[src/design/atid_pkg.sv]
// constants for the converter trigger and input disable block
// Function
// RQ1: enable set: source field picks trigger flag
// RQ2: enable clear: source field ignored
// RQ3: rising edge of selected flag triggers
// RQ4: switch from low to high source is edge
// RQ5: edge starts conversion only if converter enabled
// RQ6: free running code never triggers
// RQ7: codes 0,1,2: free, comparator, interrupt 0
// RQ8: codes 3,4: timer0 compare A, overflow
// RQ9: codes 5,6,7: timer1 compare B, overflow, capture
// RQ10: software writes zero to reserved control bits
// RQ11: disable bit turns off pin input buffer
// RQ12: disabled pin reads zero in port value
// RQ13: software writes zero to upper disable bits
// RQ14: software should disable analog-only pin buffers
// RQ15: no disable control for pins six, seven
// RQ16: sample flag each cycle, pulse on rise
package atid_pkg;
  localparam logic [3:0] ADDR_TRIG_CTRL   = 4'h0;
  localparam logic [3:0] ADDR_PIN_DISABLE = 4'h4;
  localparam logic [3:0] ADDR_CONV_CTRL   = 4'h8;
  localparam logic [3:0] ADDR_STATUS      = 4'hc;
  localparam int         SRC_LSB          = 0;
  localparam int         SRC_W            = 3;
  localparam int         CMUX_BIT         = 6;
  localparam int         NPINS            = 6;
  localparam int         CONV_EN_BIT      = 7;
  localparam int         AUTO_EN_BIT      = 5;
  localparam logic [7:0] TRIG_CTRL_MASK   = 8'h47;
  localparam logic [7:0] PIN_MASK         = 8'h3f;
  localparam logic [7:0] CONV_CTRL_MASK   = 8'ha0;
  localparam logic [7:0] RESET_VAL        = 8'h00;
  localparam logic [2:0] SRC_FREE         = 3'h0;
  localparam logic [1:0] RESP_OKAY        = 2'h0;
  localparam logic [1:0] RESP_SLVERR      = 2'h2;
endpackage : atid_pkg

[src/design/atid_trig_if.sv]
// selected-flag and trigger pulse carrier between top and edge detector
`timescale 1ns/1ps
interface atid_trig_if;
  logic       sel_flag;
  logic       free_mode;
  logic       armed;
  logic       trig;
  modport top (output sel_flag, output free_mode, output armed, input trig);
  modport det (input sel_flag, input free_mode, input armed, output trig);
endinterface : atid_trig_if

[src/design/atid_edge_det.sv]
// rising edge detector on the selected trigger flag
`timescale 1ns/1ps
module atid_edge_det (
  input  wire logic aclk,
  input  wire logic aresetn,
  input  wire logic ce,
  atid_trig_if.det  tif
);
  typedef struct packed {
    logic prev;
    logic trig;
  } atid_det_st_t;

  atid_det_st_t s_q;
  atid_det_st_t s_d;

  always_comb begin
    s_d      = s_q;
    // a selection switch from a low to a high flag also rises here
    s_d.prev = tif.sel_flag & ~tif.free_mode; // RQ16 RQ4 RQ6
    s_d.trig = tif.armed & ~tif.free_mode & tif.sel_flag & ~s_q.prev; // RQ3 RQ4 RQ5 RQ6 RQ16
  end

  always_ff @(posedge aclk) begin
    if (!aresetn) begin
      s_q <= '0;
    end else if (ce) begin
      s_q <= s_d;
    end
  end

  assign tif.trig = s_q.trig;
endmodule : atid_edge_det

[src/design/atid_top.sv]
// converter auto-trigger selection and analog pin input disable, axi4-lite slave
//
// Local design decisions: the placing of the registers and the AXI4-Lite interface to the registers.
`timescale 1ns/1ps
module atid_top (
  input  wire logic        aclk,
  input  wire logic        aresetn,
  input  wire logic        ce,
  input  wire logic [31:0] s_axi_awaddr,
  input  wire logic        s_axi_awvalid,
  output logic             s_axi_awready,
  input  wire logic [31:0] s_axi_wdata,
  input  wire logic [3:0]  s_axi_wstrb,
  input  wire logic        s_axi_wvalid,
  output logic             s_axi_wready,
  output logic [1:0]       s_axi_bresp,
  output logic             s_axi_bvalid,
  input  wire logic        s_axi_bready,
  input  wire logic [31:0] s_axi_araddr,
  input  wire logic        s_axi_arvalid,
  output logic             s_axi_arready,
  output logic [31:0]      s_axi_rdata,
  output logic [1:0]       s_axi_rresp,
  output logic             s_axi_rvalid,
  input  wire logic        s_axi_rready,
  input  wire logic        flag_comparator,
  input  wire logic        flag_ext_int0,
  input  wire logic        flag_t0_cmp_a,
  input  wire logic        flag_t0_ovf,
  input  wire logic        flag_t1_cmp_b,
  input  wire logic        flag_t1_ovf,
  input  wire logic        flag_t1_capture,
  input  wire logic [5:0]  pin_raw,
  output logic             conv_start,
  output logic [5:0]       pin_buffer_off_bits,
  output logic [5:0]       pin_value,
  output logic             comparator_mux_enable
);
  typedef struct packed {
    logic        awready;
    logic        wready;
    logic        aw_got;
    logic        w_got;
    logic [3:0]  aw_addr;
    logic [31:0] wdata;
    logic [3:0]  wstrb;
    logic        bvalid;
    logic [1:0]  bresp;
    logic        arready;
    logic        rvalid;
    logic [31:0] rdata;
    logic [1:0]  rresp;
    logic [7:0]  trig_ctrl;
    logic [7:0]  pin_dis;
    logic [7:0]  conv_ctrl;
    logic        conv_start;
    logic        started;
    logic [5:0]  pin_val;
  } atid_st_t;

  atid_st_t    s_q;
  atid_st_t    s_d;
  atid_trig_if tif ();
  logic [7:0]  flags;
  logic [2:0]  src;

  // index equals the source code; code zero carries no flag
  assign flags = {flag_t1_capture, flag_t1_ovf, flag_t1_cmp_b, flag_t0_ovf,
                  flag_t0_cmp_a, flag_ext_int0, flag_comparator, 1'b0}; // RQ7 RQ8 RQ9
  assign src   = s_q.trig_ctrl[atid_pkg::SRC_LSB +: atid_pkg::SRC_W];

  assign tif.sel_flag  = flags[src]; // RQ1
  assign tif.free_mode = (src == atid_pkg::SRC_FREE); // RQ6
  assign tif.armed     = s_q.conv_ctrl[atid_pkg::AUTO_EN_BIT]
                       & s_q.conv_ctrl[atid_pkg::CONV_EN_BIT]; // RQ2 RQ5

  atid_edge_det u_det (
    .aclk    (aclk),
    .aresetn (aresetn),
    .ce      (ce),
    .tif     (tif)
  );

  function automatic logic [7:0] merge(input logic [7:0] old, input logic [31:0] wd,
                                       input logic [3:0] st, input logic [7:0] mask);
    merge = st[0] ? (wd[7:0] & mask) : old;
  endfunction : merge

  function automatic logic [31:0] rd_word(input logic [3:0] a, input atid_st_t s);
    rd_word = '0;
    unique case (a)
      atid_pkg::ADDR_TRIG_CTRL:   rd_word[7:0] = s.trig_ctrl; // RQ10
      atid_pkg::ADDR_PIN_DISABLE: rd_word[7:0] = s.pin_dis; // RQ13
      atid_pkg::ADDR_CONV_CTRL:   rd_word[7:0] = s.conv_ctrl;
      atid_pkg::ADDR_STATUS:      rd_word[0]   = s.started;
      default:                    rd_word      = '0;
    endcase
  endfunction : rd_word

  function automatic logic addr_ok(input logic [31:0] a);
    addr_ok = (a[31:4] == '0) && (a[1:0] == 2'h0);
  endfunction : addr_ok

  logic do_write;
  assign do_write = s_q.aw_got & s_q.w_got & ~s_q.bvalid;

  always_comb begin
    s_d = s_q;
    s_d.conv_start = tif.trig; // RQ5
    if (tif.trig) begin
      s_d.started = 1'b1;
    end
    // write channel: address and data taken in either order
    s_d.awready = ~s_q.aw_got & ~s_q.awready & s_axi_awvalid;
    s_d.wready  = ~s_q.w_got & ~s_q.wready & s_axi_wvalid;
    if (s_q.awready && s_axi_awvalid) begin
      s_d.aw_got  = 1'b1;
      s_d.aw_addr = addr_ok(s_axi_awaddr) ? s_axi_awaddr[3:0] : 4'hf;
    end
    if (s_q.wready && s_axi_wvalid) begin
      s_d.w_got = 1'b1;
      s_d.wdata = s_axi_wdata;
      s_d.wstrb = s_axi_wstrb;
    end
    if (do_write) begin
      s_d.bvalid = 1'b1;
      s_d.bresp  = atid_pkg::RESP_OKAY;
      s_d.aw_got = 1'b0;
      s_d.w_got  = 1'b0;
      unique case (s_q.aw_addr)
        atid_pkg::ADDR_TRIG_CTRL:
          s_d.trig_ctrl = merge(s_q.trig_ctrl, s_q.wdata, s_q.wstrb, atid_pkg::TRIG_CTRL_MASK); // RQ10
        atid_pkg::ADDR_PIN_DISABLE:
          s_d.pin_dis = merge(s_q.pin_dis, s_q.wdata, s_q.wstrb, atid_pkg::PIN_MASK); // RQ13 RQ15
        atid_pkg::ADDR_CONV_CTRL:
          s_d.conv_ctrl = merge(s_q.conv_ctrl, s_q.wdata, s_q.wstrb, atid_pkg::CONV_CTRL_MASK);
        atid_pkg::ADDR_STATUS: begin
          // write one clears; a start in this same cycle wins
          if (s_q.wstrb[0] && s_q.wdata[0] && !tif.trig) begin
            s_d.started = 1'b0;
          end
        end
        default: s_d.bresp = atid_pkg::RESP_SLVERR;
      endcase
    end
    if (s_q.bvalid && s_axi_bready) begin
      s_d.bvalid = 1'b0;
    end
    // read channel
    s_d.arready = ~s_q.arready & ~s_q.rvalid & s_axi_arvalid;
    if (s_q.arready && s_axi_arvalid) begin
      s_d.rvalid = 1'b1;
      if (addr_ok(s_axi_araddr)) begin
        s_d.rdata = rd_word(s_axi_araddr[3:0], s_q);
        s_d.rresp = atid_pkg::RESP_OKAY;
      end else begin
        s_d.rdata = '0;
        s_d.rresp = atid_pkg::RESP_SLVERR;
      end
    end
    if (s_q.rvalid && s_axi_rready) begin
      s_d.rvalid = 1'b0;
    end
  end

  // per-pin buffer gating; a disabled pin reads zero
  for (genvar i = 0; i < atid_pkg::NPINS; i++) begin : g_pin
    always_ff @(posedge aclk) begin
      if (!aresetn) begin
        pin_value[i] <= 1'b0;
      end else if (ce) begin
        pin_value[i] <= pin_raw[i] & ~s_q.pin_dis[i]; // RQ11 RQ12
      end
    end
  end

  always_ff @(posedge aclk) begin
    if (!aresetn) begin
      s_q           <= '0;
      s_q.trig_ctrl <= atid_pkg::RESET_VAL;
      s_q.pin_dis   <= atid_pkg::RESET_VAL;
    end else if (ce) begin
      s_q <= s_d;
    end
  end

  // bit is a register output flop, gated on its own next value
  always_ff @(posedge aclk) begin
    if (!aresetn) begin
      pin_buffer_off_bits   <= '0;
      comparator_mux_enable <= 1'b0;
    end else if (ce) begin
      pin_buffer_off_bits   <= s_d.pin_dis[atid_pkg::NPINS-1:0]; // RQ11 RQ15
      comparator_mux_enable <= s_d.trig_ctrl[atid_pkg::CMUX_BIT];
    end
  end

  assign s_axi_awready = s_q.awready;
  assign s_axi_wready  = s_q.wready;
  assign s_axi_bvalid  = s_q.bvalid;
  assign s_axi_bresp   = s_q.bresp;
  assign s_axi_arready = s_q.arready;
  assign s_axi_rvalid  = s_q.rvalid;
  assign s_axi_rdata   = s_q.rdata;
  assign s_axi_rresp   = s_q.rresp;
  assign conv_start    = s_q.conv_start;
endmodule : atid_top

[config.mk]
export PLATFORM = sky130hd
export DESIGN_NAME = atid_top
export DESIGN_NICKNAME = d
export VERILOG_FILES = /design/src/design/atid_pkg.sv /design/src/design/atid_trig_if.sv /design/src/design/atid_edge_det.sv /design/src/design/atid_top.sv
export SDC_FILE = /design/constraint.sdc
export NUM_CORES = 1
export LEC_CHECK = 0
export ABC_AREA = 1
export BUFFER_PORTS_ARGS = -buffer_cell sky130_fd_sc_hd__buf_2
export CELL_PAD_IN_SITES_DETAIL_PLACEMENT = 1
export CELL_PAD_IN_SITES_GLOBAL_PLACEMENT = 1
export CORE_UTILIZATION = 27
export CTS_CLUSTER_SIZE = 16
export DETAILED_ROUTE_END_ITERATION = 8
export PLACE_DENSITY = 0.82
export SLEW_MARGIN = 15
export SYNTH_ARGS = -nofsm -noshare
export SYNTH_HDL_FRONTEND = slang
export SYNTH_HIERARCHICAL = 1
export SYNTH_SLANG_ARGS = --single-unit
[constraint.sdc]
create_clock -name aclk -period 1.5 [get_ports aclk]
set_clock_uncertainty 0.15 [all_clocks]
set_input_delay 0.15 -clock aclk [delete_from_list [all_inputs] [get_ports aclk]]
set_output_delay 0.15 -clock aclk [all_outputs]
set_load 0.05 [all_outputs]
==> results of run 1 <==
## kinds of logic after synthesis
family / count (synthesis)
AND/OR/NAND/NOR: 146
flip-flops: 52
buffers and inverters: 88
other: 1
AO/OA/AOI/OAI: 89
## worst max path at each step
stage	start	to	slack [ps]
floorplan	s_axi_awready	s_q[109]	10
global placement	s_q[24]	u_det/tif.trig	90
detailed placement	s_q[107]	pin_buffer_off_bits[3]	-60
CTS	s_q[24]	u_det/tif.trig	10
global route	s_q[25]	u_det/tif.trig	-90
finish	s_q[107]	pin_buffer_off_bits[2]	30
## layout make-up
class / count / area share [%]
clock buffers: 5 / 1.93
clock inverters: 3 / 0.528
inverters: 36 / 3.87
multi-input cells: 262 / 35.3
flip-flops and latches: 52 / 29.5
well taps: 129 / 4.54
repair buffers: 151 / 24.3
## worst max-delay path, delay by kind of cell (launching register included)
| kind | cells | cell delay (ps) |
|---|---|---|
| simple gates | 4 | 610 |
| flops | 1 | 350 |
| buf+inv | 1 | 160 |
| compound gates | 1 | 140 |
## cell usage in the layout (no fill, tap or decap)
cell / Yosys / final
a211oi_1: 3 / 3
a21oi_1: 44 / 43
a21oi_2: 1 / 2
a31oi_1: 4 / 4
a32oi_1: 1 / 1
and3_2: 1 / 1
buf_2: 3 / 122
buf_4: 43 / 14
clkbuf_8: 0 / 5
clkinv_1: 1 / 1
clkinv_2: 0 / 2
clkinv_4: 0 / 1
conb_1: 1 / 26
dfxtp_1: 52 / 48
dfxtp_2: 0 / 3
dfxtp_4: 0 / 1
dlygate4sd3_1: 0 / 15
inv_1: 33 / 32
inv_2: 2 / 2
inv_4: 0 / 1
nand2_1: 46 / 45
nand2_2: 1 / 2
nand2_4: 0 / 1
nand3_1: 20 / 18
nand3_2: 0 / 2
nand4_1: 3 / 3
nor2_1: 64 / 59
nor2_2: 2 / 5
nor2_4: 4 / 6
nor3_1: 1 / 1
nor3_4: 0 / 1
nor4_1: 2 / 2
o21ai_0: 32 / 31
o21ai_1: 4 / 5
or2_2: 1 / 1
## sequential cells by signal, summed over array words and instances (netlist names), 6 cells and up
register / flops
s_q: 21
s_axi_rdata: 8
pin_value: 6
pin_buffer_off_bits: 6
## power by group
part / internal [W] / total, W / switching (W)
combinational: 0.000182 / 0.000554 / 0.000372
clock: 0.000326 / 0.000799 / 0.000472
sequential: 0.00141 / 0.00144 / 0.0000235
## through the flow
step,setup WS [ps],hold WS (ps)
after CTS,9.92,0.981
after floorplan,12.0,110
after detailed placement,-56.4,228
final,28.8,39.3
after global placement,87.6,196
after global routing,-93.4,47.4
## routing by layer
metal	vias up	part of all wire [%]
met3	9	4.5
met5	-	0
li1	1421	-
met2	92	54
met4	0	1.7
met1	1339	40
## timing repair
action / 4_1_cts / 5_1_grt
hold buffers: 15 / 0
pin swaps: 0 / 7
cloned: 0 / 1
setup endpoints to repair: 8 / 18
buffers inserted: 0 / 2
hold endpoints to repair: 15 / 0
resized for setup: 3 / 17
==> results.cfg, run 1 <==
[route]
vias_per_cell = 4.48
vias = 2861
ant_nets = 0
routed_wl_mm = 8.23
drc_errors = 0
drt_iter0_drc = 90
post_drt_wl_per_cell_um = 12.9
drt-pass1-iter-count = 4

[placed_design]
hpwl_mm = 6.37
globalplace.congestion = 0.797
placedCellCount = 612
dpl_cell_area_um2 = 3240
portBuffers = 122

[yosys]
yosysWarnings = 6
synth_most_common_cell = nor2_1
synth_ff_type = dfxtp_1
synth.avg_cell_area_um2 = 7.03
synth_seq_area_share_pct = 39.4
synth-edff-count = 0
post-synth-top-area-cell = dfxtp_1
netlist_area_um2 = 2640
ys_ff_latch = 52
synth_common_cells = nor2_1 (64), dfxtp_1 (52), nand2_1 (46), a21oi_1 (44), buf_4 (43)
ys_types = 27
synthDominantCellAreaShare_pct = 39.4
synth-xor-area-share_pct = 0
synth.area.top_cells = dfxtp_1 (39%), buf_4 (12%), nor2_1 (9.1%)
async_flop_share_pct = 0
synth_compound_area_share_pct = 17.6
synth_cells = 376
synth_mux_area_share_pct = 0
yosys.area_share.simple_pct = 24.1
synth_top_family_by_area = simple AND/OR/NAND/NOR gates
synth_fa_ha_area_share_pct = 0

[global_routing]
grt.total_usage_pct = 15.5
grt_max_degree = 33
antenna_found_initial = 0
grt_util_met1_pct = 16.4
first_global_vias = 2875
grt_remaining_overflow = 0
grt_use_met2_pct = 30.1
grt-busiest-layer = met2
grt_pass1_wl_mm = 12.5
met3_usage_pct = 3.12

[setup_path]
worst_setup_path_end_kind = register
rr_startpoint = s_q[107]
arrival_ps = 1560
critical_path.most_common_cell = nor2_4
crit_type = reg -> reg
worstPathMaxFanout = 6
path_cells = nor2_4 -> nand3_2 -> nor2_4 -> nand2_2 -> buf_4 -> a21oi_1
critical_path.slowest_cell = dfxtp_1
crit_required_ps = 1590
rr_worst_depth = 6
start_kind = register
r2r_slack_ps = 30
cpPeakStageDelay_ps = 350
r2r-end = pin_buffer_off_bits[2]

[die]
die_w_um = 101
initial_core_util_pct = 28.2
core-area_um2 = 9370
row_count = 35
pin_count = 176
dieArea_um2 = 10200
die_h_um = 101

[worst_hold_path]
min_path_cells = 3
min_from = s_axi_awaddr[2]
hold_path_end = s_q[109]
hold_class = in -> reg

[final_layout]
fin_util_pct = 38.0
fillers = 1241
regArea_um2 = 1050
fin_area_um2 = 3560
multi_input_area_um2 = 1260
syn_to_final_growth_pct = 34.6
fin_cells = 638
nets = 629
layout-drive-gt1-share_pct = 33.8
n_antenna_cell = 0

[cts]
cts_root_buffer = clkbuf_8
cts_tree = done
cts_sinks = 52
h-tree-depth = 2
path_clk_slew_ps = 100
clk_latency_ps = 310
numCtsBuffers = 5
clockBufferDepth = 2

[flow_run]
cap_viol_max_count = 0

[sta]
rsz0062_at_grt = true
tns_ps = 0
setup_viol = 0
fin_crit_ps = 1470
fmax_mhz = 680
fin_crit_sh_pct = 98.1
drv_slew = 0
hold_viol_final = 0

[power]
p_total_w = 0.00279
p_per_area_nw_per_um2 = 784
vdd_drop_max_uv = 351
leakage_nw = 1.60

[status]
status = finished clean
(Power assumes the default switching activity.)
==> run 2: changes to the inputs <==
--- a/config.mk
+++ b/config.mk
@@ -13,6 +13,7 @@
 export CTS_CLUSTER_SIZE = 16
 export DETAILED_ROUTE_END_ITERATION = 8
 export PLACE_DENSITY = 0.82
+export RECOVER_POWER = 100
 export SLEW_MARGIN = 15
 export SYNTH_ARGS = -nofsm -noshare
 export SYNTH_HDL_FRONTEND = slang
==> run 2 against run 1 <==
  * Core utilization shrank 0.13 points
  * Count of clock-buffer cells in the layout is the same
  * Setup slack lost 24 ps
  * Via count shrank 0.35%
  * First-iteration DRC count grew 2.2%
  * Final cell count is the same
  * Design area shrank 0.35%
  * Total power shrank 0.24%
  * Non-clock buffer count is the same
  * Die area is the same
  * Critical path depth grew 2
==> results.cfg, run 2 (synthesis results as in run 1) <==
[status]
status = finished clean

[flow_run]
cap_viol_max_count = 0

[die]
dieArea_um2 = 10200
pin_count = 176
initial_core_util_pct = 28.2
die_h_um = 101
row_count = 35
die_w_um = 101
core-area_um2 = 9370

[final_layout]
n_antenna_cell = 0
final_common_cell = buf_2
largest-register = s_q
multi_input_area_um2 = 1250
largest_reg_flops = 21
fillers = 1244
nets = 629
layout-drive-gt1-share_pct = 33.0
fin_area_um2 = 3540
syn_to_final_growth_pct = 34.1
final_cell_mix = buf_2 (93), nor2_1 (60), dfxtp_1 (50)
regArea_um2 = 1050

[setup_path]
worstPathMaxFanout = 4
rr_worst_depth = 8
arrival_ps = 1550
crit_required_ps = 1550
rr_startpoint = s_axi_bvalid
crit_type = reg -> reg
r2r_slack_ps = 4
r2r-end = s_q[15]
cp-endpoint = s_q[15]
worst_setup_path_end_kind = register
startpoint = s_axi_bvalid
start_kind = register

[sta]
hold_viol_final = 0
fin_crit_sh_pct = 99.7
fin_ws_ps = 4.36
fin_crit_ps = 1500
drv_slew = 0
setup_viol = 0
rsz0062_at_grt = true
fmax_mhz = 669

[worst_hold_path]
hold_class = in -> reg

[route]
routed_wl_mm = 8.22
drt-pass1-iter-count = 4
vias = 2851
drc_errors = 0
vias_per_cell = 4.47
post_drt_wl_per_cell_um = 12.9
ant_nets = 0
drt_iter0_drc = 92

[cts]
path_clk_slew_ps = 100
clk_latency_ps = 300
cts_root_buffer = clkbuf_8
h-tree-depth = 2
clockBufferDepth = 2
cts_sinks = 52
numCtsBuffers = 5
cts_tree = done

[power]
combPwrFrac_pct = 19.9
power.share.clock_pct = 28.6
p_switching_w = 0.000863
vdd_drop_max_uv = 349
internal_power_w = 0.00192
p_sw_share_pct = 31.0
leakage_nw = 1.58
p_per_area_nw_per_um2 = 785
seq_power_share_pct = 51.6

[placed_design]
dpl_cell_area_um2 = 3240
hpwl_mm = 6.37
portBuffers = 122
globalplace.congestion = 0.797
dpl_worst_slack_ps = -56.4

[global_routing]
grt_remaining_overflow = 0
grt_max_degree = 33
grt.total_usage_pct = 15.5
first_global_vias = 2875
grt_pass1_wl_mm = 12.5
antenna_found_initial = 0
[run 2: layout make-up]
type                            instances  area share (%)
Clock buffer                            5            1.94
Clock inverter                          3           0.529
Inverter                               36            3.88
Multi-Input combinational cell        262            35.2
Sequential cell                        52            29.5
Tap cell                              129            4.55
Timing Repair Buffer                  151            24.4
[run 2: what timing repair did]
action / in CTS / in global routing
endpoints found under the setup margin: 8 / 18
resized for setup: 3 / 17
buffers inserted: 0 / 2
cloned: 0 / 1
hold buffers: 15 / 0
hold endpoints to repair: 15 / 0
pin swaps: 0 / 7
[run 2: worst min path at each step]
stage                     cells past startpoint             from           end  slack [ps]
after floorplan                               1     s_axi_rready  s_axi_rvalid         110
after global routing                          3  s_axi_awaddr[2]      s_q[109]          50
final                                         3  s_axi_awaddr[2]      s_q[109]          40
after detailed placement                      2     s_axi_rready  s_axi_rvalid         230
after global placement                        2     s_axi_rready  s_axi_rvalid         200
after CTS                                     3   s_axi_wdata[4]       s_q[79]           1
[run 2: through the flow]
step           hold slack [ps]  utilization [%]  setup TNS, ps  std cells  total power [W]
2_1_floorplan              110                -              0        401          0.00184
3_3_place_gp               196             34.6              0        612          0.00196
3_5_place_dp               228             34.6           -238        612          0.00198
6_report                  41.3             37.8              0        638          0.00278
4_1_cts                  0.981             37.2              0        635          0.00281
5_1_grt                   47.4             37.8           -713        638          0.00290
[run 2: routing by layer]
metal	up-vias	global-route usage [%]	routed length, µm	share of wire [%]
met3	9	3.12	370	4.5
li1	1424	-	-	-
met5	-	0	0	0
met4	0	5.13	136	1.7
met2	97	30.1	4420	54
met1	1321	16.4	3290	40
[run 2: worst max-delay path, cell delays in order, from the launching register on]
cell and delay, ps:
dfxtp_1 320, inv_1 70, nand3_1 160, nor2_4 190, nand2_4 90, nor3_4 230
nand2_1 90, nand2_1 70, nor2_1 40
[run 2: power by group through the flow]
stage,logic [W],clock network [W],registers (W)
floorplan,0.000318,0,0.00152
global placement,0.000500,0,0.00146
detailed placement,0.000516,0,0.00147
CTS,0.000548,0.000828,0.00143
global route,0.000594,0.000869,0.00144
finish,0.000552,0.000794,0.00143
